**src/inc/tws_pkg.sv**
```systemverilog
/*
 * Constants, register map and state type of the two-wire serial channel.
 * Assumes one 40 MHz reference clock and an 8-bit register port.
 */
// Notes on behaviour
// - words move eight bits at a time, one bit per serial clock.
// - the shift register advances on each rising serial clock edge.
// - the output latch drives the selected data pin, most significant bit first.
// - the selected data pin level is captured on each rising serial clock edge.
// - after eight bits shifting stops; with transfer end selected as source, the transfer-done flag is set.
// - data pins are open drain; the board supplies the pull-up.
// - set and clear triggers steer the output latch; not during a transfer.
// - a shift register write starts only when enabled and, with the external clock, the clock is idle high.
// - enabling the channel after the write does not start a transfer.
// - the shift register holds the real bus level seen while transmitting.
// - address match flag is one when enabled and shift and slave address registers agree.
// - with the internal clock selected, the clock pin has its own port latch for static levels.
// - clock line level flag is read only, reads pin level, zero when disabled.
// - the clear trigger clears the output latch and then reads back zero.
// - source select picks transfer end or bus release to set the done flag.
package tws_pkg;

    // ------------------------------------------------------------
    // register offsets
    // ------------------------------------------------------------
    localparam logic [2:0] OFS_SHIFT = 3'h0;
    localparam logic [2:0] OFS_SLAVE = 3'h1;
    localparam logic [2:0] OFS_MODE = 3'h2;
    localparam logic [2:0] OFS_BUSCTL = 3'h3;
    localparam logic [2:0] OFS_TIMING = 3'h4;
    localparam logic [2:0] OFS_PORTS = 3'h5;
    localparam logic [2:0] OFS_STATUS = 3'h6;

    // ------------------------------------------------------------
    // field positions
    // ------------------------------------------------------------
    localparam int MODE_ENABLE = 7;
    localparam int MODE_MATCH = 6;
    localparam int MODE_WAKEUP = 5;
    localparam int MODE_SEL_HI = 4;
    localparam int MODE_SEL_LO = 2;
    localparam int MODE_CSEL_HI = 1;
    localparam int BUSCTL_SET = 0;
    localparam int BUSCTL_CLR = 1;
    localparam int TIM_CLK_LEVEL = 6;
    localparam int TIM_SRC_SEL = 5;
    localparam int TIM_ADDR_MASK = 4;
    localparam int PORT_CLK = 0;
    localparam int PORT_DATA_A = 1;
    localparam int PORT_DATA_B = 2;
    localparam int STAT_DONE = 0;
    localparam int STAT_BUSY = 1;

    // ------------------------------------------------------------
    // mode codes and reset values
    // ------------------------------------------------------------
    localparam logic [1:0] MODE_TWO_WIRE = 2'h3;
    localparam logic [7:0] RST_BYTE = 8'h00;
    localparam logic RST_CLK_PORT = 1'b1;
    localparam logic RST_DATA_PORT = 1'b0;
    localparam logic RST_OUT_LATCH = 1'b1;
    localparam logic [3:0] BITS_PER_WORD = 4'h8;
    localparam logic [4:0] CLK_TOGGLES = 5'h10;

    // ------------------------------------------------------------
    // timing
    // ------------------------------------------------------------
    localparam int REF_CLK_MHZ = 40;
    localparam int SCK_HALF_NS = 100;
    localparam int SCK_HALF_CYC = (SCK_HALF_NS * REF_CLK_MHZ + 999) / 1000;

    typedef enum logic [0:0] {
        ST_IDLE = 1'b0,
        ST_SHIFT = 1'b1
    } tws_state_type;

endpackage : tws_pkg

```
**src/core/tws_sync.sv**
```systemverilog
/*
 * Two-stage synchroniser for a group of pin levels.
 * Assumes the pins are asynchronous to i_ref_clk.
 */
module tws_sync #(
    parameter int WIDTH = 3
) (
    input wire logic i_ref_clk,
    input wire logic i_srst,
    input wire logic i_clk_en,
    input wire logic [WIDTH-1:0] i_async,
    output logic [WIDTH-1:0] o_sync
);
    logic [WIDTH-1:0] meta_reg;
    logic [WIDTH-1:0] sync_reg;

    // ------------------------------------------------------------
    // two flip-flops, pins idle high
    // ------------------------------------------------------------
    always_ff @(posedge i_ref_clk) begin
        if (i_srst) begin
            meta_reg <= '1;
            sync_reg <= '1;
        end else if (i_clk_en) begin
            meta_reg <= i_async;
            sync_reg <= meta_reg;
        end
    end

    assign o_sync = sync_reg;

endmodule : tws_sync

```
**src/core/tws_channel.sv**
```systemverilog
/*
 * Two-wire clocked serial channel: shift register, output latch,
 * clock generation, address comparator and register port.
 * Assumes pulled-up open-drain clock and data wires outside.
 */
module tws_channel
    import tws_pkg::*;
#(
    parameter int HALF_CYC = SCK_HALF_CYC
) (
    input wire logic i_ref_clk,
    input wire logic i_srst,
    input wire logic i_clk_en,
    input wire logic [2:0] i_addr,
    input wire logic [7:0] i_wdata,
    input wire logic i_wr,
    input wire logic i_rd,
    output logic [7:0] o_rdata,
    input wire logic i_sck,
    output logic o_sck_out,
    output logic o_sck_oe,
    input wire logic i_data_bus_a,
    output logic o_data_bus_a_out,
    output logic o_data_bus_a_oe,
    input wire logic i_data_bus_b,
    output logic o_data_bus_b_out,
    output logic o_data_bus_b_oe,
    output logic o_transfer_done
);

    // ------------------------------------------------------------
    // declarations
    // ------------------------------------------------------------
    tws_state_type state_reg;
    logic [7:0] shift_reg;
    logic [7:0] slave_reg;
    logic channel_enable_reg;
    logic wakeup_select_reg;
    logic [2:0] op_mode_reg;
    logic [1:0] clk_sel_reg;
    logic irq_source_select_reg;
    logic addr_mask_reg;
    logic clock_port_latch_reg;
    logic data_port_latch_a_reg;
    logic data_port_latch_b_reg;
    logic output_latch_reg;
    logic transfer_done_reg;
    logic [3:0] bit_cnt_reg;
    logic [15:0] div_cnt_reg;
    logic [4:0] toggles_reg;
    logic int_sck_reg;
    logic sck_prev_reg;
    logic data_prev_reg;
    logic [7:0] rdata_reg;
    logic sck_oe_reg;
    logic data_a_oe_reg;
    logic data_b_oe_reg;
    logic [2:0] pins_sync;
    logic sck_level;
    logic bus_level;
    logic sck_fall;
    logic sck_rise;
    logic two_wire;
    logic internal_clk;
    logic start_ok;
    logic start;
    logic last_bit;
    logic bus_release;
    logic done_event;
    logic addr_match;
    logic clk_level_flag;

    function automatic logic hit(input logic [2:0] addr, input logic [2:0] ofs);
        hit = (addr == ofs);
    endfunction : hit

    // ------------------------------------------------------------
    // pin synchronisers and edge detection
    // ------------------------------------------------------------
    tws_sync #(
        .WIDTH(3)
    ) u_sync (
        .i_ref_clk(i_ref_clk),
        .i_srst(i_srst),
        .i_clk_en(i_clk_en),
        .i_async({i_data_bus_b, i_data_bus_a, i_sck}),
        .o_sync(pins_sync)
    );

    assign sck_level = pins_sync[0];
    assign bus_level = op_mode_reg[0] ? pins_sync[2] : pins_sync[1];
    assign sck_fall = sck_prev_reg & ~sck_level;
    assign sck_rise = ~sck_prev_reg & sck_level;
    assign two_wire = (op_mode_reg[MODE_SEL_HI-MODE_SEL_LO -: 2] == MODE_TWO_WIRE);
    assign internal_clk = clk_sel_reg[MODE_CSEL_HI];
    assign start_ok = channel_enable_reg && two_wire && (state_reg == ST_IDLE)
        && (internal_clk || sck_level);
    assign start = i_wr && hit(i_addr, OFS_SHIFT) && start_ok;
    assign last_bit = (bit_cnt_reg == BITS_PER_WORD - 4'h1);
    assign bus_release = sck_level && bus_level && !data_prev_reg && (state_reg == ST_IDLE);
    assign done_event = irq_source_select_reg ? bus_release
        : ((state_reg == ST_SHIFT) && sck_rise && last_bit);
    assign addr_match = channel_enable_reg && (addr_mask_reg ? (shift_reg[7:1] == slave_reg[7:1])
        : (shift_reg == slave_reg));
    assign clk_level_flag = channel_enable_reg & sck_level;

    always_ff @(posedge i_ref_clk) begin
        if (i_srst) begin
            sck_prev_reg <= 1'b1;
            data_prev_reg <= 1'b1;
        end else if (i_clk_en) begin
            sck_prev_reg <= sck_level;
            data_prev_reg <= bus_level;
        end
    end

    // ------------------------------------------------------------
    // transfer sequencer
    // ------------------------------------------------------------
    always_ff @(posedge i_ref_clk) begin
        if (i_srst) begin
            state_reg <= ST_IDLE;
            bit_cnt_reg <= 4'h0;
        end else if (i_clk_en) begin
            case (state_reg)
                ST_IDLE: begin
                    if (start) begin
                        state_reg <= ST_SHIFT;
                        bit_cnt_reg <= 4'h0;
                    end
                end
                ST_SHIFT: begin
                    if (!channel_enable_reg) begin
                        state_reg <= ST_IDLE;
                    end else if (sck_rise) begin
                        bit_cnt_reg <= bit_cnt_reg + 4'h1;
                        if (last_bit) begin
                            state_reg <= ST_IDLE;
                        end
                    end
                end
                default: begin
                    state_reg <= ST_IDLE;
                end
            endcase
        end
    end

    // ------------------------------------------------------------
    // shift register and output latch
    // ------------------------------------------------------------
    always_ff @(posedge i_ref_clk) begin
        if (i_srst) begin
            shift_reg <= RST_BYTE;
        end else if (i_clk_en) begin
            if (i_wr && hit(i_addr, OFS_SHIFT) && (state_reg == ST_IDLE)) begin
                shift_reg <= i_wdata;
            end else if ((state_reg == ST_SHIFT) && sck_rise) begin
                shift_reg <= {shift_reg[6:0], bus_level};
            end
        end
    end

    always_ff @(posedge i_ref_clk) begin
        if (i_srst) begin
            output_latch_reg <= RST_OUT_LATCH;
        end else if (i_clk_en) begin
            if ((state_reg == ST_SHIFT) && sck_fall) begin
                output_latch_reg <= shift_reg[7];
            end else if (i_wr && hit(i_addr, OFS_BUSCTL) && (state_reg == ST_IDLE)) begin
                if (i_wdata[BUSCTL_CLR]) begin
                    output_latch_reg <= 1'b0;
                end else if (i_wdata[BUSCTL_SET]) begin
                    output_latch_reg <= 1'b1;
                end
            end
        end
    end

    // ------------------------------------------------------------
    // internal serial clock
    // ------------------------------------------------------------
    always_ff @(posedge i_ref_clk) begin
        if (i_srst) begin
            int_sck_reg <= 1'b1;
            div_cnt_reg <= 16'h0000;
            toggles_reg <= 5'h00;
        end else if (i_clk_en) begin
            if (start) begin
                div_cnt_reg <= 16'h0000;
                toggles_reg <= 5'h00;
            end else if ((state_reg == ST_SHIFT) && internal_clk && (toggles_reg < CLK_TOGGLES)) begin
                if (div_cnt_reg == 16'(HALF_CYC - 1)) begin
                    div_cnt_reg <= 16'h0000;
                    int_sck_reg <= ~int_sck_reg;
                    toggles_reg <= toggles_reg + 5'h01;
                end else begin
                    div_cnt_reg <= div_cnt_reg + 16'h0001;
                end
            end else if (state_reg == ST_IDLE) begin
                int_sck_reg <= 1'b1;
            end
        end
    end

    // ------------------------------------------------------------
    // done flag, set wins over clear
    // ------------------------------------------------------------
    always_ff @(posedge i_ref_clk) begin
        if (i_srst) begin
            transfer_done_reg <= 1'b0;
        end else if (i_clk_en) begin
            if (done_event) begin
                transfer_done_reg <= 1'b1;
            end else if (i_wr && hit(i_addr, OFS_STATUS) && i_wdata[STAT_DONE]) begin
                transfer_done_reg <= 1'b0;
            end
        end
    end

    // ------------------------------------------------------------
    // control registers
    // ------------------------------------------------------------
    always_ff @(posedge i_ref_clk) begin
        if (i_srst) begin
            slave_reg <= RST_BYTE;
            channel_enable_reg <= 1'b0;
            wakeup_select_reg <= 1'b0;
            op_mode_reg <= 3'h0;
            clk_sel_reg <= 2'h0;
            irq_source_select_reg <= 1'b0;
            addr_mask_reg <= 1'b0;
        end else if (i_clk_en && i_wr) begin
            if (hit(i_addr, OFS_SLAVE)) begin
                slave_reg <= i_wdata;
            end
            if (hit(i_addr, OFS_MODE)) begin
                channel_enable_reg <= i_wdata[MODE_ENABLE];
                wakeup_select_reg <= i_wdata[MODE_WAKEUP];
                op_mode_reg <= i_wdata[MODE_SEL_HI:MODE_SEL_LO];
                clk_sel_reg <= i_wdata[MODE_CSEL_HI:0];
            end
            if (hit(i_addr, OFS_TIMING)) begin
                irq_source_select_reg <= i_wdata[TIM_SRC_SEL];
                addr_mask_reg <= i_wdata[TIM_ADDR_MASK];
            end
        end
    end

    always_ff @(posedge i_ref_clk) begin
        if (i_srst) begin
            clock_port_latch_reg <= RST_CLK_PORT;
            data_port_latch_a_reg <= RST_DATA_PORT;
            data_port_latch_b_reg <= RST_DATA_PORT;
        end else if (i_clk_en && i_wr && hit(i_addr, OFS_PORTS)) begin
            clock_port_latch_reg <= i_wdata[PORT_CLK];
            data_port_latch_a_reg <= i_wdata[PORT_DATA_A];
            data_port_latch_b_reg <= i_wdata[PORT_DATA_B];
        end
    end

    // ------------------------------------------------------------
    // read port, data one cycle after the strobe
    // ------------------------------------------------------------
    always_ff @(posedge i_ref_clk) begin
        if (i_srst) begin
            rdata_reg <= RST_BYTE;
        end else if (i_clk_en) begin
            rdata_reg <= RST_BYTE;
            if (i_rd) begin
                case (i_addr)
                    OFS_SHIFT: rdata_reg <= shift_reg;
                    OFS_SLAVE: rdata_reg <= slave_reg;
                    OFS_MODE: rdata_reg <= {channel_enable_reg, addr_match, wakeup_select_reg,
                        op_mode_reg, clk_sel_reg};
                    OFS_TIMING: rdata_reg <= {1'b0, clk_level_flag, irq_source_select_reg,
                        addr_mask_reg, 4'h0};
                    OFS_PORTS: rdata_reg <= {5'h00, data_port_latch_b_reg, data_port_latch_a_reg,
                        clock_port_latch_reg};
                    OFS_STATUS: rdata_reg <= {6'h00, (state_reg == ST_SHIFT), transfer_done_reg};
                    default: rdata_reg <= RST_BYTE;
                endcase
            end
        end
    end

    // ------------------------------------------------------------
    // open-drain pin drivers
    // ------------------------------------------------------------
    always_ff @(posedge i_ref_clk) begin
        if (i_srst) begin
            sck_oe_reg <= 1'b0;
            data_a_oe_reg <= 1'b0;
            data_b_oe_reg <= 1'b0;
        end else if (i_clk_en) begin
            sck_oe_reg <= channel_enable_reg && internal_clk
                && !(int_sck_reg && clock_port_latch_reg);
            data_a_oe_reg <= channel_enable_reg && two_wire && !op_mode_reg[0]
                && !(output_latch_reg || data_port_latch_a_reg);
            data_b_oe_reg <= channel_enable_reg && two_wire && op_mode_reg[0]
                && !(output_latch_reg || data_port_latch_b_reg);
        end
    end

    assign o_rdata = rdata_reg;
    assign o_sck_out = 1'b0;
    assign o_sck_oe = sck_oe_reg;
    assign o_data_bus_a_out = 1'b0;
    assign o_data_bus_a_oe = data_a_oe_reg;
    assign o_data_bus_b_out = 1'b0;
    assign o_data_bus_b_oe = data_b_oe_reg;
    assign o_transfer_done = transfer_done_reg;

    // ------------------------------------------------------------
    // checks
    // ------------------------------------------------------------
    a_start_clears_count:
    assert property (@(posedge i_ref_clk) disable iff (i_srst)
        (i_clk_en && start) |=> (state_reg == ST_SHIFT) && (bit_cnt_reg == 4'h0))
    else $error("start did not enter shift with zero count");

    a_late_enable_idle:
    assert property (@(posedge i_ref_clk) disable iff (i_srst)
        (i_clk_en && i_wr && hit(i_addr, OFS_SHIFT) && !channel_enable_reg && state_reg == ST_IDLE)
        |=> (state_reg == ST_IDLE))
    else $error("transfer began while channel disabled");

    a_eighth_bit_done:
    assert property (@(posedge i_ref_clk) disable iff (i_srst)
        (i_clk_en && state_reg == ST_SHIFT && channel_enable_reg && sck_rise && last_bit
        && !irq_source_select_reg) |=> (state_reg == ST_IDLE) && transfer_done_reg && (bit_cnt_reg == 4'h8))
    else $error("eighth bit did not end the word");

    a_fall_drives_msb:
    assert property (@(posedge i_ref_clk) disable iff (i_srst)
        (i_clk_en && state_reg == ST_SHIFT && sck_fall) |=> (output_latch_reg == $past(shift_reg[7])))
    else $error("output latch missed the leading bit");

    a_rise_captures_bus:
    assert property (@(posedge i_ref_clk) disable iff (i_srst)
        (i_clk_en && state_reg == ST_SHIFT && sck_rise)
        |=> (shift_reg == {$past(shift_reg[6:0]), $past(bus_level)}))
    else $error("bus level not shifted in");

    a_clear_trigger:
    assert property (@(posedge i_ref_clk) disable iff (i_srst)
        (i_clk_en && state_reg == ST_IDLE && i_wr && hit(i_addr, OFS_BUSCTL) && i_wdata[BUSCTL_CLR])
        |=> !output_latch_reg ##1 (!$past(i_clk_en) || data_a_oe_reg == ($past(channel_enable_reg && two_wire
        && !op_mode_reg[0] && !data_port_latch_a_reg))))
    else $error("clear trigger left output latch set");

    a_match_flag:
    assert property (@(posedge i_ref_clk) disable iff (i_srst) (i_clk_en && i_rd && hit(i_addr, OFS_MODE)
        && !addr_mask_reg) |=> (o_rdata[MODE_MATCH] == $past(channel_enable_reg && shift_reg == slave_reg)))
    else $error("address match flag wrong");

    a_level_when_off:
    assert property (@(posedge i_ref_clk) disable iff (i_srst)
        (i_clk_en && i_rd && hit(i_addr, OFS_TIMING) && !channel_enable_reg)
        |=> !o_rdata[TIM_CLK_LEVEL] && (o_rdata[3:0] == 4'h0))
    else $error("clock level flag not forced low");

    a_data_pin_released:
    assert property (@(posedge i_ref_clk) disable iff (i_srst)
        (i_clk_en && channel_enable_reg && two_wire && !op_mode_reg[0] && output_latch_reg)
        |=> !o_data_bus_a_oe)
    else $error("data pin pulled low with latch high");

endmodule : tws_channel

```
**config.mk**
```make
export PLATFORM = sky130hd
export DESIGN_NAME = tws_channel
export DESIGN_NICKNAME = d
export VERILOG_FILES = /design/src/inc/tws_pkg.sv /design/src/core/tws_sync.sv /design/src/core/tws_channel.sv
export SDC_FILE = /design/constraint.sdc
export NUM_CORES = 1
export LEC_CHECK = 0
export ABC_AREA = 1
export BUFFER_PORTS_ARGS = -buffer_cell sky130_fd_sc_hd__buf_2
export CORE_ASPECT_RATIO = 1.25
export CORE_MARGIN = 3
export CORE_UTILIZATION = 40
export CTS_CLUSTER_SIZE = 12
export DETAILED_ROUTE_END_ITERATION = 8
export PLACE_DENSITY = 0.66
export SLEW_MARGIN = 15
export SYNTH_ARGS = -nofsm -noshare
export SYNTH_HDL_FRONTEND = slang
export SYNTH_SLANG_ARGS = --single-unit
export TNS_END_PERCENT = 1
```
**constraint.sdc**
```tcl
create_clock -name i_ref_clk -period 1.2 [get_ports i_ref_clk]
set_input_delay 0 -clock i_ref_clk [delete_from_list [all_inputs] [get_ports i_ref_clk]]
set_output_delay 0 -clock i_ref_clk [all_outputs]
set_load 0.01 [all_outputs]
```
# ---- After elaboration in Yosys (flattened, before gate mapping)
# Cells that the tools add are included.
dict set report word_totals {
  mem_bits_ro 0
  latch_bits 0
  word_cells 138
  n_memories 0
  register_bits 76
  ram_bits 0
}
dict set report op_classes {
  n_div 0
  reduce_logical 53
  bitwise 8
  mul 0
  n_eq_ne 16
  addsub 3
  n_shift 0
  n_mux 31
  order_cmp 1
}
# op n
set ops {}
lappend ops {{16-bit 2-to-1 mux} 3}
lappend ops {{8-bit one-hot mux with 6 select lines} 1}
lappend ops {{1-bit logical AND} 28}
lappend ops {{8-bit 2-to-1 mux} 3}
lappend ops {{16-bit by 1-bit adder with 16-bit output, second input constant} 1}
lappend ops {{16-bit by 2-bit equality test with 1-bit output, second input constant} 1}
lappend ops {{1-bit 2-to-1 mux} 16}
lappend ops {{5-bit 2-to-1 mux} 3}
lappend ops {{4-bit 2-to-1 mux} 3}
lappend ops {{2-bit AND reduction} 6}
lappend ops {{2-bit nonzero test} 5}
lappend ops {{3-bit equality test, second input constant} 3}
lappend ops {{8-bit equality test} 1}
lappend ops {{2-bit by 1-bit inequality test with 1-bit output, second input constant} 4}
lappend ops {{4-bit one-hot mux with 2 select lines} 1}
lappend ops {{4-bit AND reduction} 2}
lappend ops {{7-bit equality test} 1}
lappend ops {{3-bit by 2-bit equality test with 1-bit output, second input constant} 2}
lappend ops {{3-bit AND reduction} 2}
lappend ops {{5-bit by 1-bit adder with 5-bit output, second input constant} 1}
lappend ops {{1-bit zero test} 5}
lappend ops {{5-bit less-than comparator, second input constant} 1}
lappend ops {{1-bit NOT} 5}
lappend ops {{4-bit by 1-bit adder with 4-bit output, second input constant} 1}
lappend ops {{other kinds (9)} 13}

# ---- Longest topological paths before layout
# Gate-level depths: netlist of the first run.
dict set report depth {
  word_depth 7
  mapped_depth 10
  mapped_depth_nobuf 10
}

# ---- Hierarchy
# Synthesis of the first run repeated with hierarchy kept, for this count alone.
dict set report unflattened {
  hier_cells 556
  area_unflattened_um2 3819.9
}
# module area_each_um2 cells_each instances
set by_module_without_submodules {}
lappend by_module_without_submodules {tws_channel 3617.2 530 1}
lappend by_module_without_submodules {tws_sync 202.7 26 1}

# ---- Worst setup path before layout of the first run
# No wires, ideal clock.
dict set report synth_path {
  path_type {register to register}
  from {register state_reg}
  to {register div_cnt_reg[5]}
  slack_ps -155
  period_less_slack_ps 1355
  arrival_time_ps 1223
  path_stages_with_launch 10
  cell_sequence {dfxtp_1 > inv_2 > nand3_2 > nor2_8 > nand3_4 > nand2_4 > inv_2 > buf_2 > nand2_1 > a21oi_1}
}
dict set report synth_between {
  elab_chain_cells 6
  elab_cells_between_ends 9
  cone_classes {1 x mux; 1 x bitwise; 7 x reduce/logical}
}
# item line
set synth_rtl {}
lappend synth_rtl {{start, declared} tws_channel.sv:34} ;# tws_state_type state_reg;
lappend synth_rtl {{start signal, assigned} tws_channel.sv:122} ;# state_reg <= ST_IDLE;
lappend synth_rtl {{start signal, assigned} tws_channel.sv:128} ;# state_reg <= ST_SHIFT;
lappend synth_rtl {{start signal, assigned} tws_channel.sv:134} ;# state_reg <= ST_IDLE;
lappend synth_rtl {{1-bit NOT} -}
lappend synth_rtl {{1-bit logical AND} tws_channel.sv:96} ;# assign start_ok = channel_enable_reg && two_wire && (state_reg == ST_IDLE)
lappend synth_rtl {{1-bit logical AND} tws_channel.sv:97} ;# && (internal_clk || sck_level);
lappend synth_rtl {{1-bit logical AND} tws_channel.sv:98} ;# assign start = i_wr && hit(i_addr, OFS_SHIFT) && start_ok;
lappend synth_rtl {{2-bit nonzero test (no line)} -}
lappend synth_rtl {{2-bit AND reduction (no line)} -}
lappend synth_rtl {{end signal, assigned} tws_channel.sv:198} ;# div_cnt_reg <= div_cnt_reg + 16'h0001;
lappend synth_rtl {{end, declared} tws_channel.sv:49} ;# logic [15:0] div_cnt_reg;
# Parallel ways exist; a longest one is shown, timed or not.
# A chain may end at the register's enable or synchronous reset.

# ---- Final worst setup path of the first run
dict set report layout_path {
  from {register state_reg}
  to {register bit_cnt_reg[0]}
}
dict set report layout_between {
  elab_chain_cells 6
  elab_cells_between_ends 9
  cone_classes {3 x eq/ne; 1 x mux; 1 x bitwise; 4 x reduce/logical}
}
# item line
set layout_rtl {}
lappend layout_rtl {{1-bit NOT} -}
lappend layout_rtl {{1-bit logical AND} tws_channel.sv:96}
lappend layout_rtl {{1-bit logical AND} tws_channel.sv:97}
lappend layout_rtl {{1-bit logical AND} tws_channel.sv:98}
lappend layout_rtl {{2-bit inequality test (no line)} -}
lappend layout_rtl {{4-bit AND reduction (no line)} -}
lappend layout_rtl {{end signal, assigned} tws_channel.sv:136} ;# bit_cnt_reg <= bit_cnt_reg + 4'h1;
lappend layout_rtl {{end, declared} tws_channel.sv:48} ;# logic [3:0] bit_cnt_reg;
# Parallel ways exist; a longest one is shown, timed or not.

==> impl_metrics.ini, run 1 <==
[cts]
insertion_delay_ps = 340
root_buffer = clkbuf_16
clk_path_buf_depth = 2
cts_inserted_buffers = 9
h-tree-depth = 3
cts.sinks = 76
cts_tree = yes
path_clk_slew_ps = 60

[hold_path]
hold_path.startpoint = i_srst
worst_hold_path.num_cells = 3
hold_path.class = input port to flip-flop
min_to = u_sync.o_sync[1]

[power_and_ir_drop]
clkPwrFrac = 0.459
cellPowerDensity_nw_per_um2 = 1050
p_switching_mw = 1.28
intPower_mw = 4.31
pwr-share-comb = 0.079
p_leak_nw = 2.27
switching_share = 0.229
peakVddDrop_mv = 0.750
sequentialPowerShare = 0.463

[timing]
max_freq_ghz = 0.730
fin_crit_sh = 1.14
setup_ws_ps = -169
period_minus_slack_ps = 1370
fin_skew_ps = 3.92
final_max_slew_viol_count = 0
fin_setup_tns_ps = -4150
rsz0062_at_grt = true
hold_violations = 0
setup_viol = 37

[worst_setup_path]
r2r_start = state_reg
regToRegSetupSlack_ps = -170
r2r-end = bit_cnt_reg[0]
worstSetupStartpointType = flip-flop
cp.arrival_ps = 1630
end_kind = flip-flop
worst-path-max-fanout = 7
path_class = flip-flop to flip-flop
required_ps = 1460
crit_start = state_reg
reg2reg_depth = 8

[global_route]
grt_max_degree = 34
grt_pass1_wl_mm = 18.7
track_usage = 0.216
grt_overflow = 0
grt_pass1_vias = 4018
antenna_found_initial = 0

[synthesis]
yosysTopAreaCell = dfxtp_1
synth_cell_types = 38
ys_seq_elements = 76
syn_avg_cell_area_um2 = 6.73
synth_area_um2 = 3920
synth_top_cell_area_share = 0.388
ys_seq_area_frac = 0.388
ys_warn_count = 0
synthTopCellsByArea = dfxtp_1, nand2_1, a21oi_1, o21ai_0, inv_1
synthCells = 582

[finish]
antennaDiodeCount = 0
layout_commonest_cell = nand2_1
synthToLayoutAreaGrowth_pct = 35.9
drive_gt1_frac = 0.239
fin_util = 0.571
largest_reg_flops = 16
instances_no_fill = 821
final_cell_mix = nand2_1, buf_4, dfxtp_1, inv_1, a21oi_1
fin_nets = 715

[floorplanning]
core_area_um2 = 9320
num_rows = 39
die-area_um2 = 11000
fp.dieW_um = 94.5
io_pins = 34
initial_utilization = 0.420
die_h_um = 117

[job]
maxCapViolCount = 0

[routing]
drt-wirelength-per-cell_um = 13.5
drc = 0
drt-pass1-iter-count = 4
detail-route-antenna-nets = 0
via_count = 4192
vias_per_cell = 5.11
drt_iter0_markers = 201
totalWireLength_mm = 11.1

[place]
dp_hpwl_mm = 8.34
gp_congestion = 0.926
port_buffers = 30
placed_cells = 789

[run_status]
violations = negative setup slack
outcome = complete, but fails checks
==> metal layers <==
| metal | vias up | GRT usage | part of all wire |
|---|---|---|---|
| met5 | - | 0 | 0 |
| met4 | 0 | 0.117 | 0.041 |
| met3 | 35 | 0.0412 | 0.043 |
| met2 | 108 | 0.371 | 0.50 |
| met1 | 1922 | 0.254 | 0.42 |
| li1 | 2127 | - | - |
==> how the worst max path moves through the flow <==
stage / end / cells after the start
after floorplan: div_cnt_reg[13] / 9
after global placement: div_cnt_reg[9] / 8
after detailed placement: shift_reg[4] / 6
after CTS: bit_cnt_reg[0] / 8
after global routing: bit_cnt_reg[0] / 8
final: bit_cnt_reg[0] / 8
==> power groups by stage <==
stage / Sequential (mW) / Clock, mW / Combinational (mW)
6_report: 2.59 / 2.57 / 0.441
3_3_place_gp: 2.64 / 0 / 0.376
4_1_cts: 2.59 / 2.61 / 0.434
3_5_place_dp: 2.64 / 0 / 0.381
5_1_grt: 2.59 / 2.73 / 0.492
2_1_floorplan: 2.64 / 0 / 0.225
==> layout make-up <==
cell class                      instances  area [um^2]
Fill cell                             866         4000
Multi-Input combinational cell        415         2170
Sequential cell                        76         1530
Timing Repair Buffer                  122          920
Clock buffer                           15          278
Inverter                               69          264
Tap cell                              123          154
Clock inverter                          1         5.00
==> logic make-up after synthesis <==
kind of cell	after synthesis	share of synthesized area
simple gates	265	0.302
compound gates	136	0.182
buf+inv	93	0.0990
flops	76	0.388
xor+xnor	8	0.0179
fa+ha+maj	3	0.00959
other cells	1	0.000958
==> metrics by stage <==
step	area [um^2]	setup WS (ps)	hold slack (ps)	power, mW
4_1_cts	5280	-168	0.364	5.63
3_5_place_dp	4720	-319	222	3.02
6_report	5320	-169	11.9	5.59
2_1_floorplan	3950	-113	126	2.86
5_1_grt	5320	-303	36.1	5.81
3_3_place_gp	4720	-285	215	3.02
==> worst max-delay path, stage by stage, from the launching register on <==
cell	delay (ps)
dfxtp_4	350
inv_4	70
nand3_4	90
nor2_8	170
nand2_4	110
nand2_4	90
nand2_4	70
or2_0	200
a21oi_1	140
==> synth_stat cells, drive strengths merged <==
cell / number
nand2: 138
dfxtp: 76
inv: 69
a21oi: 68
nor2: 57
o21ai: 54
nand3: 39
clkbuf: 13
nor3: 12
buf: 11
nand4: 9
o22ai: 8
xor2: 6
nand3b: 4
ha: 3
or2: 3
and3: 2
o31ai: 2
xnor2: 2
a31oi: 1
conb: 1
nor4: 1
o211ai: 1
o21bai: 1
o221ai: 1
==> repair_timing <==
item | CTS | global route
resized for setup | 31 | 20
pin swaps | 24 | 6
hold buffers | 15 | 0
setup endpoints to repair | 39 | 42
hold endpoints to repair | 15 | 0
buffers inserted | 2 | 0
(Power assumes the default switching activity.)
==> inputs of run 2 (changes only) <==
--- a/config.mk
+++ b/config.mk
@@ -9,10 +9,10 @@
 export BUFFER_PORTS_ARGS = -buffer_cell sky130_fd_sc_hd__buf_2
 export CORE_ASPECT_RATIO = 1.25
 export CORE_MARGIN = 3
-export CORE_UTILIZATION = 40
+export CORE_UTILIZATION = 54
 export CTS_CLUSTER_SIZE = 12
 export DETAILED_ROUTE_END_ITERATION = 8
-export PLACE_DENSITY = 0.66
+export PLACE_DENSITY = 0.83
 export SLEW_MARGIN = 15
 export SYNTH_ARGS = -nofsm -noshare
 export SYNTH_HDL_FRONTEND = slang
==> impl_metrics.ini, run 2 (synthesis results as in run 1) <==
[power_and_ir_drop]
cellPowerDensity_nw_per_um2 = 953
pwr-share-comb = 0.089
p_switching_mw = 1.40
sequentialPowerShare = 0.505
switching_share = 0.273
peakVddDrop_mv = 0.716
clkPwrFrac = 0.406
intPower_mw = 3.72
p_leak_nw = 2.27

[routing]
drt-wirelength-per-cell_um = 16.3
drt_iter0_markers = 434
totalWireLength_mm = 12.9
via_count = 4531
vias_per_cell = 5.69
drc = 0
drt-pass1-iter-count = 5
detail-route-antenna-nets = 0

[global_route]
grt_pass1_wl_mm = 19.7
track_usage = 0.309
grt_pass1_vias = 4375
grt_overflow = 0
grt_max_degree = 22
antenna_found_initial = 0

[timing]
period_minus_slack_ps = 1460
fin_skew_ps = 9.77
fin_crit_sh = 1.21
final_max_slew_viol_count = 0
max_freq_ghz = 0.687
rsz0062_at_grt = true
setup_viol = 38
worst_hold_slack_ps = 61.1
fin_setup_tns_ps = -6920
hold_violations = 0
setup_ws_ps = -256

[worst_setup_path]
critPathBufInv = 2
critPathSlowestCell = dfxtp_4
crit_chain = inv_4, nand3_4, nor2_8, buf_4, o21ai_4, o21ai_1, a21oi_1
cp_slowest_stage_delay_ps = 370
cp_top_family = compound AO/OA/AOI/OAI gates
path_class = flip-flop to flip-flop
worst-path-max-fanout = 15
end_kind = flip-flop
worstSetupStartpointType = flip-flop
cp.arrival_ps = 1740
required_ps = 1480

[finish]
synthToLayoutAreaGrowth_pct = 37.1
fin_util = 0.765
largest_reg_flops = 16
layout_commonest_cell = nand2_1
drive_gt1_frac = 0.299
instances_no_fill = 796
antennaDiodeCount = 0
fin_nets = 723
final_cell_mix = nand2_1, buf_4, dfxtp_1, inv_1, a21oi_1

[floorplanning]
die-area_um2 = 8320
initial_utilization = 0.558
fp.dieW_um = 82.2
die_h_um = 101
num_rows = 34
core_area_um2 = 7020
io_pins = 34

[cts]
root_buffer = clkbuf_8
insertion_delay_ps = 370
h-tree-depth = 3
cts.sinks = 76
path_clk_slew_ps = 80
cts_inserted_buffers = 9
clk_path_buf_depth = 2
cts_tree = yes

[run_status]
violations = negative setup slack
outcome = complete, but fails checks

[place]
dp_hpwl_mm = 8.35
gp_congestion = 0.989
port_buffers = 30
placed_cells = 758

[job]
maxCapViolCount = 0

[hold_path]
hold_path.class = input port to flip-flop
## run 2: path summary, 6_finish.rpt
path	end	start	slack (ps)	depth (start not counted)
min	state_reg	i_srst	60	3
min reg2reg	clk_sel_reg[0]	clk_sel_reg[0]	460	2
max reg2reg	shift_reg[0]	state_reg	-260	7
max	shift_reg[0]	state_reg	-260	7
## run 2: per-stage QoR
step / instance area, um^2 / setup slack [ps] / power [mW]
3_5_place_dp: 4670 / -261 / 3.02
6_report: 5370 / -256 / 5.12
5_1_grt: 5370 / -358 / 5.26
4_1_cts: 5250 / -179 / 5.09
2_1_floorplan: 3950 / -113 / 2.86
3_3_place_gp: 4670 / -182 / 3.01
## run 2: worst min-delay path, cell delays in order
cell	delay [ps]
buf_2	110
buf_4	220
a21oi_2	50
## run 2: layer usage
layer | routed length (um) | GRT usage | part of all wire | up-vias
met2 | 6770 | 0.554 | 0.52 | 235
met4 | 797 | 0.214 | 0.062 | 0
li1 | - | - | - | 2135
met3 | 834 | 0.0632 | 0.064 | 69
met1 | 4530 | 0.313 | 0.35 | 2092
met5 | 0 | 0 | 0 | -
## run 2: power by group through the flow
stage / registers [mW] / clock network (mW) / logic (mW)
after floorplan: 2.64 / 0 / 0.225
after global placement: 2.64 / 0 / 0.369
after detailed placement: 2.64 / 0 / 0.381
after CTS: 2.58 / 2.08 / 0.426
after global routing: 2.59 / 2.18 / 0.491
final: 2.58 / 2.08 / 0.454
## run 2: cell type report
class / count / area, um^2
multi-input combinational: 415 / 2260
fill: 479 / 1650
sequential: 76 / 1550
timing repair buffer: 130 / 981
inverter: 69 / 264
clock buffer: 9 / 124
tap: 90 / 113
clock inverter: 7 / 81.3
## run 2: what timing repair did
item,CTS,global route
resized for setup,46,38
pin swaps,21,9
endpoints found under the setup margin,37,39
gates cloned,1,0
hold endpoints to repair,21,0
hold buffers,11,0
buffers inserted,9,2
==> inputs of run 3 (changes only) <==
==> constraint.sdc (replaced) <==
create_clock -name i_ref_clk -period 1.2 [get_ports i_ref_clk]
set_input_delay 0.18 -clock i_ref_clk [delete_from_list [all_inputs] [get_ports i_ref_clk]]
set_output_delay 0.18 -clock i_ref_clk [all_outputs]
set_load 0.01 [all_outputs]
==> impl_metrics.ini, run 3 (synthesis results as in run 1) <==
[worst_setup_path]
critPathSlowestCell = dfxtp_2
r2r-end = div_cnt_reg[9]
crit_start = u_sync.o_sync[0]
crit_path_end = div_cnt_reg[9]
r2r_start = u_sync.o_sync[0]
path_class = flip-flop to flip-flop
worstSetupStartpointType = flip-flop
crit_chain = inv_1, a21oi_4, buf_6, nand2_4, nand2_2, nand2_4, nand2_2, nor3_2
cp.depth = 8
required_ps = 1480
reg2reg_depth = 8
worst-path-max-fanout = 8
cp_slowest_stage_delay_ps = 340
cp_top_family = simple AND/OR/NAND/NOR gates
end_kind = flip-flop
cp.arrival_ps = 1720
regToRegSetupSlack_ps = -240
critPathBufInv = 2

[cts]
h-tree-depth = 3
cts_tree = yes
path_clk_slew_ps = 90
cts.sinks = 76
hold_buffers = 0
root_buffer = clkbuf_8
insertion_delay_ps = 370
cts_inserted_buffers = 9
clk_path_buf_depth = 2

[routing]
drt-wirelength-per-cell_um = 16.2
detail-route-antenna-nets = 0
drt_iter0_markers = 329
drt-pass1-iter-count = 5
via_count = 4628
totalWireLength_mm = 12.9
drc = 0
vias_per_cell = 5.83

[timing]
fin_skew_ps = 7.13
fin_crit_sh = 1.20
final_max_slew_viol_count = 0
setup_viol = 39
hold_violations = 0
setup_ws_ps = -242
worst_hold_slack_ps = 60.5
period_minus_slack_ps = 1440
rsz0062_at_grt = true
max_freq_ghz = 0.693

[global_route]
grt_max_degree = 23
grt_overflow = 0
grt_pass1_wl_mm = 20.1
track_usage = 0.317
antenna_found_initial = 0
grt_pass1_vias = 4494

[power_and_ir_drop]
switching_share = 0.284
cellPowerDensity_nw_per_um2 = 926
pwr-share-comb = 0.094
p_switching_mw = 1.39
peakVddDrop_mv = 1.12
p_leak_nw = 2.28
intPower_mw = 3.50
sequentialPowerShare = 0.529
p_total_mw = 4.88
clkPwrFrac = 0.377

[finish]
instances_no_fill = 794
antennaDiodeCount = 0
n_fill_cell = 505
drive_gt1_frac = 0.301
final_cell_mix = nand2_1, buf_4, a21oi_1, dfxtp_1, inv_1
regArea_um2 = 1550
largest_reg_flops = 16
fin_nets = 721
synthToLayoutAreaGrowth_pct = 34.7
multi_input_area_um2 = 2220
layout_commonest_cell = nand2_1

[floorplanning]
core_area_um2 = 7020
die_h_um = 101
num_rows = 34
fp.dieW_um = 82.2
io_pins = 34
initial_utilization = 0.558
die-area_um2 = 8320

[run_status]
outcome = complete, but fails checks
violations = negative setup slack

[place]
gp_congestion = 0.985
placed_cells = 765
port_buffers = 30
dp_hpwl_mm = 8.55

[job]
maxCapViolCount = 0

[hold_path]
hold_path.class = input port to flip-flop
==> run 3: what timing repair did <==
item	4_1_cts	5_1_grt
buffers inserted	11	0
pin swaps	20	8
gates resized for setup	51	29
gates cloned	2	0
endpoints found under the setup margin	39	42
==> run 3: power by group through the flow <==
| stage | registers (mW) | clock network, mW | logic [mW] |
|---|---|---|---|
| final | 2.58 | 1.84 | 0.458 |
| after detailed placement | 2.64 | 0 | 0.399 |
| after global routing | 2.59 | 1.96 | 0.494 |
| after floorplan | 2.64 | 0 | 0.225 |
| after CTS | 2.58 | 1.84 | 0.424 |
| after global placement | 2.64 | 0 | 0.388 |
==> run 3: layout make-up <==
cell class | count | share of cell area
clock inverters | 7 | 0.0112
multi-input cells | 416 | 0.420
repair buffers | 127 | 0.179
clock buffers | 9 | 0.0235
flip-flops and latches | 76 | 0.294
inverters | 69 | 0.0512
well taps | 90 | 0.0214
==> run 3: tightest hold or removal path: stages <==
cell	delay (ps)
buf_2	80
nand2_1	60
nand3_1	70
==> run 3: how the worst min path moves through the flow <==
stage	start	to	slack, ps	cells past startpoint
global placement	i_data_bus_b	u_sync.meta_reg[2]	400	3
CTS	i_data_bus_b	u_sync.meta_reg[2]	30	3
detailed placement	i_data_bus_b	u_sync.meta_reg[2]	410	3
finish	i_data_bus_a	u_sync.meta_reg[1]	60	3
floorplan	i_sck	u_sync.meta_reg[0]	310	2
global route	i_data_bus_a	u_sync.meta_reg[1]	80	3
==> run 3: routing by layer <==
layer | wire [um] | track usage | vias to the layer above | share of wire
met3 | 773 | 0.0756 | 92 | 0.060
met1 | 4560 | 0.332 | 2129 | 0.35
met4 | 861 | 0.216 | 0 | 0.067
li1 | - | - | 2135 | -
met2 | 6700 | 0.549 | 272 | 0.52
met5 | 0 | 0 | - | 0
==> run 3: per-stage QoR <==
stage               setup TNS (ps)  utilization  setup WS (ps)  area [um^2]
global placement             -6210        0.673           -185         4720
CTS                          -3320        0.739           -143         5190
global route                 -8990        0.751           -322         5270
floorplan                    -2710            -           -113         3950
detailed placement           -8990        0.673           -264         4720
finish                       -5860        0.751           -242         5270
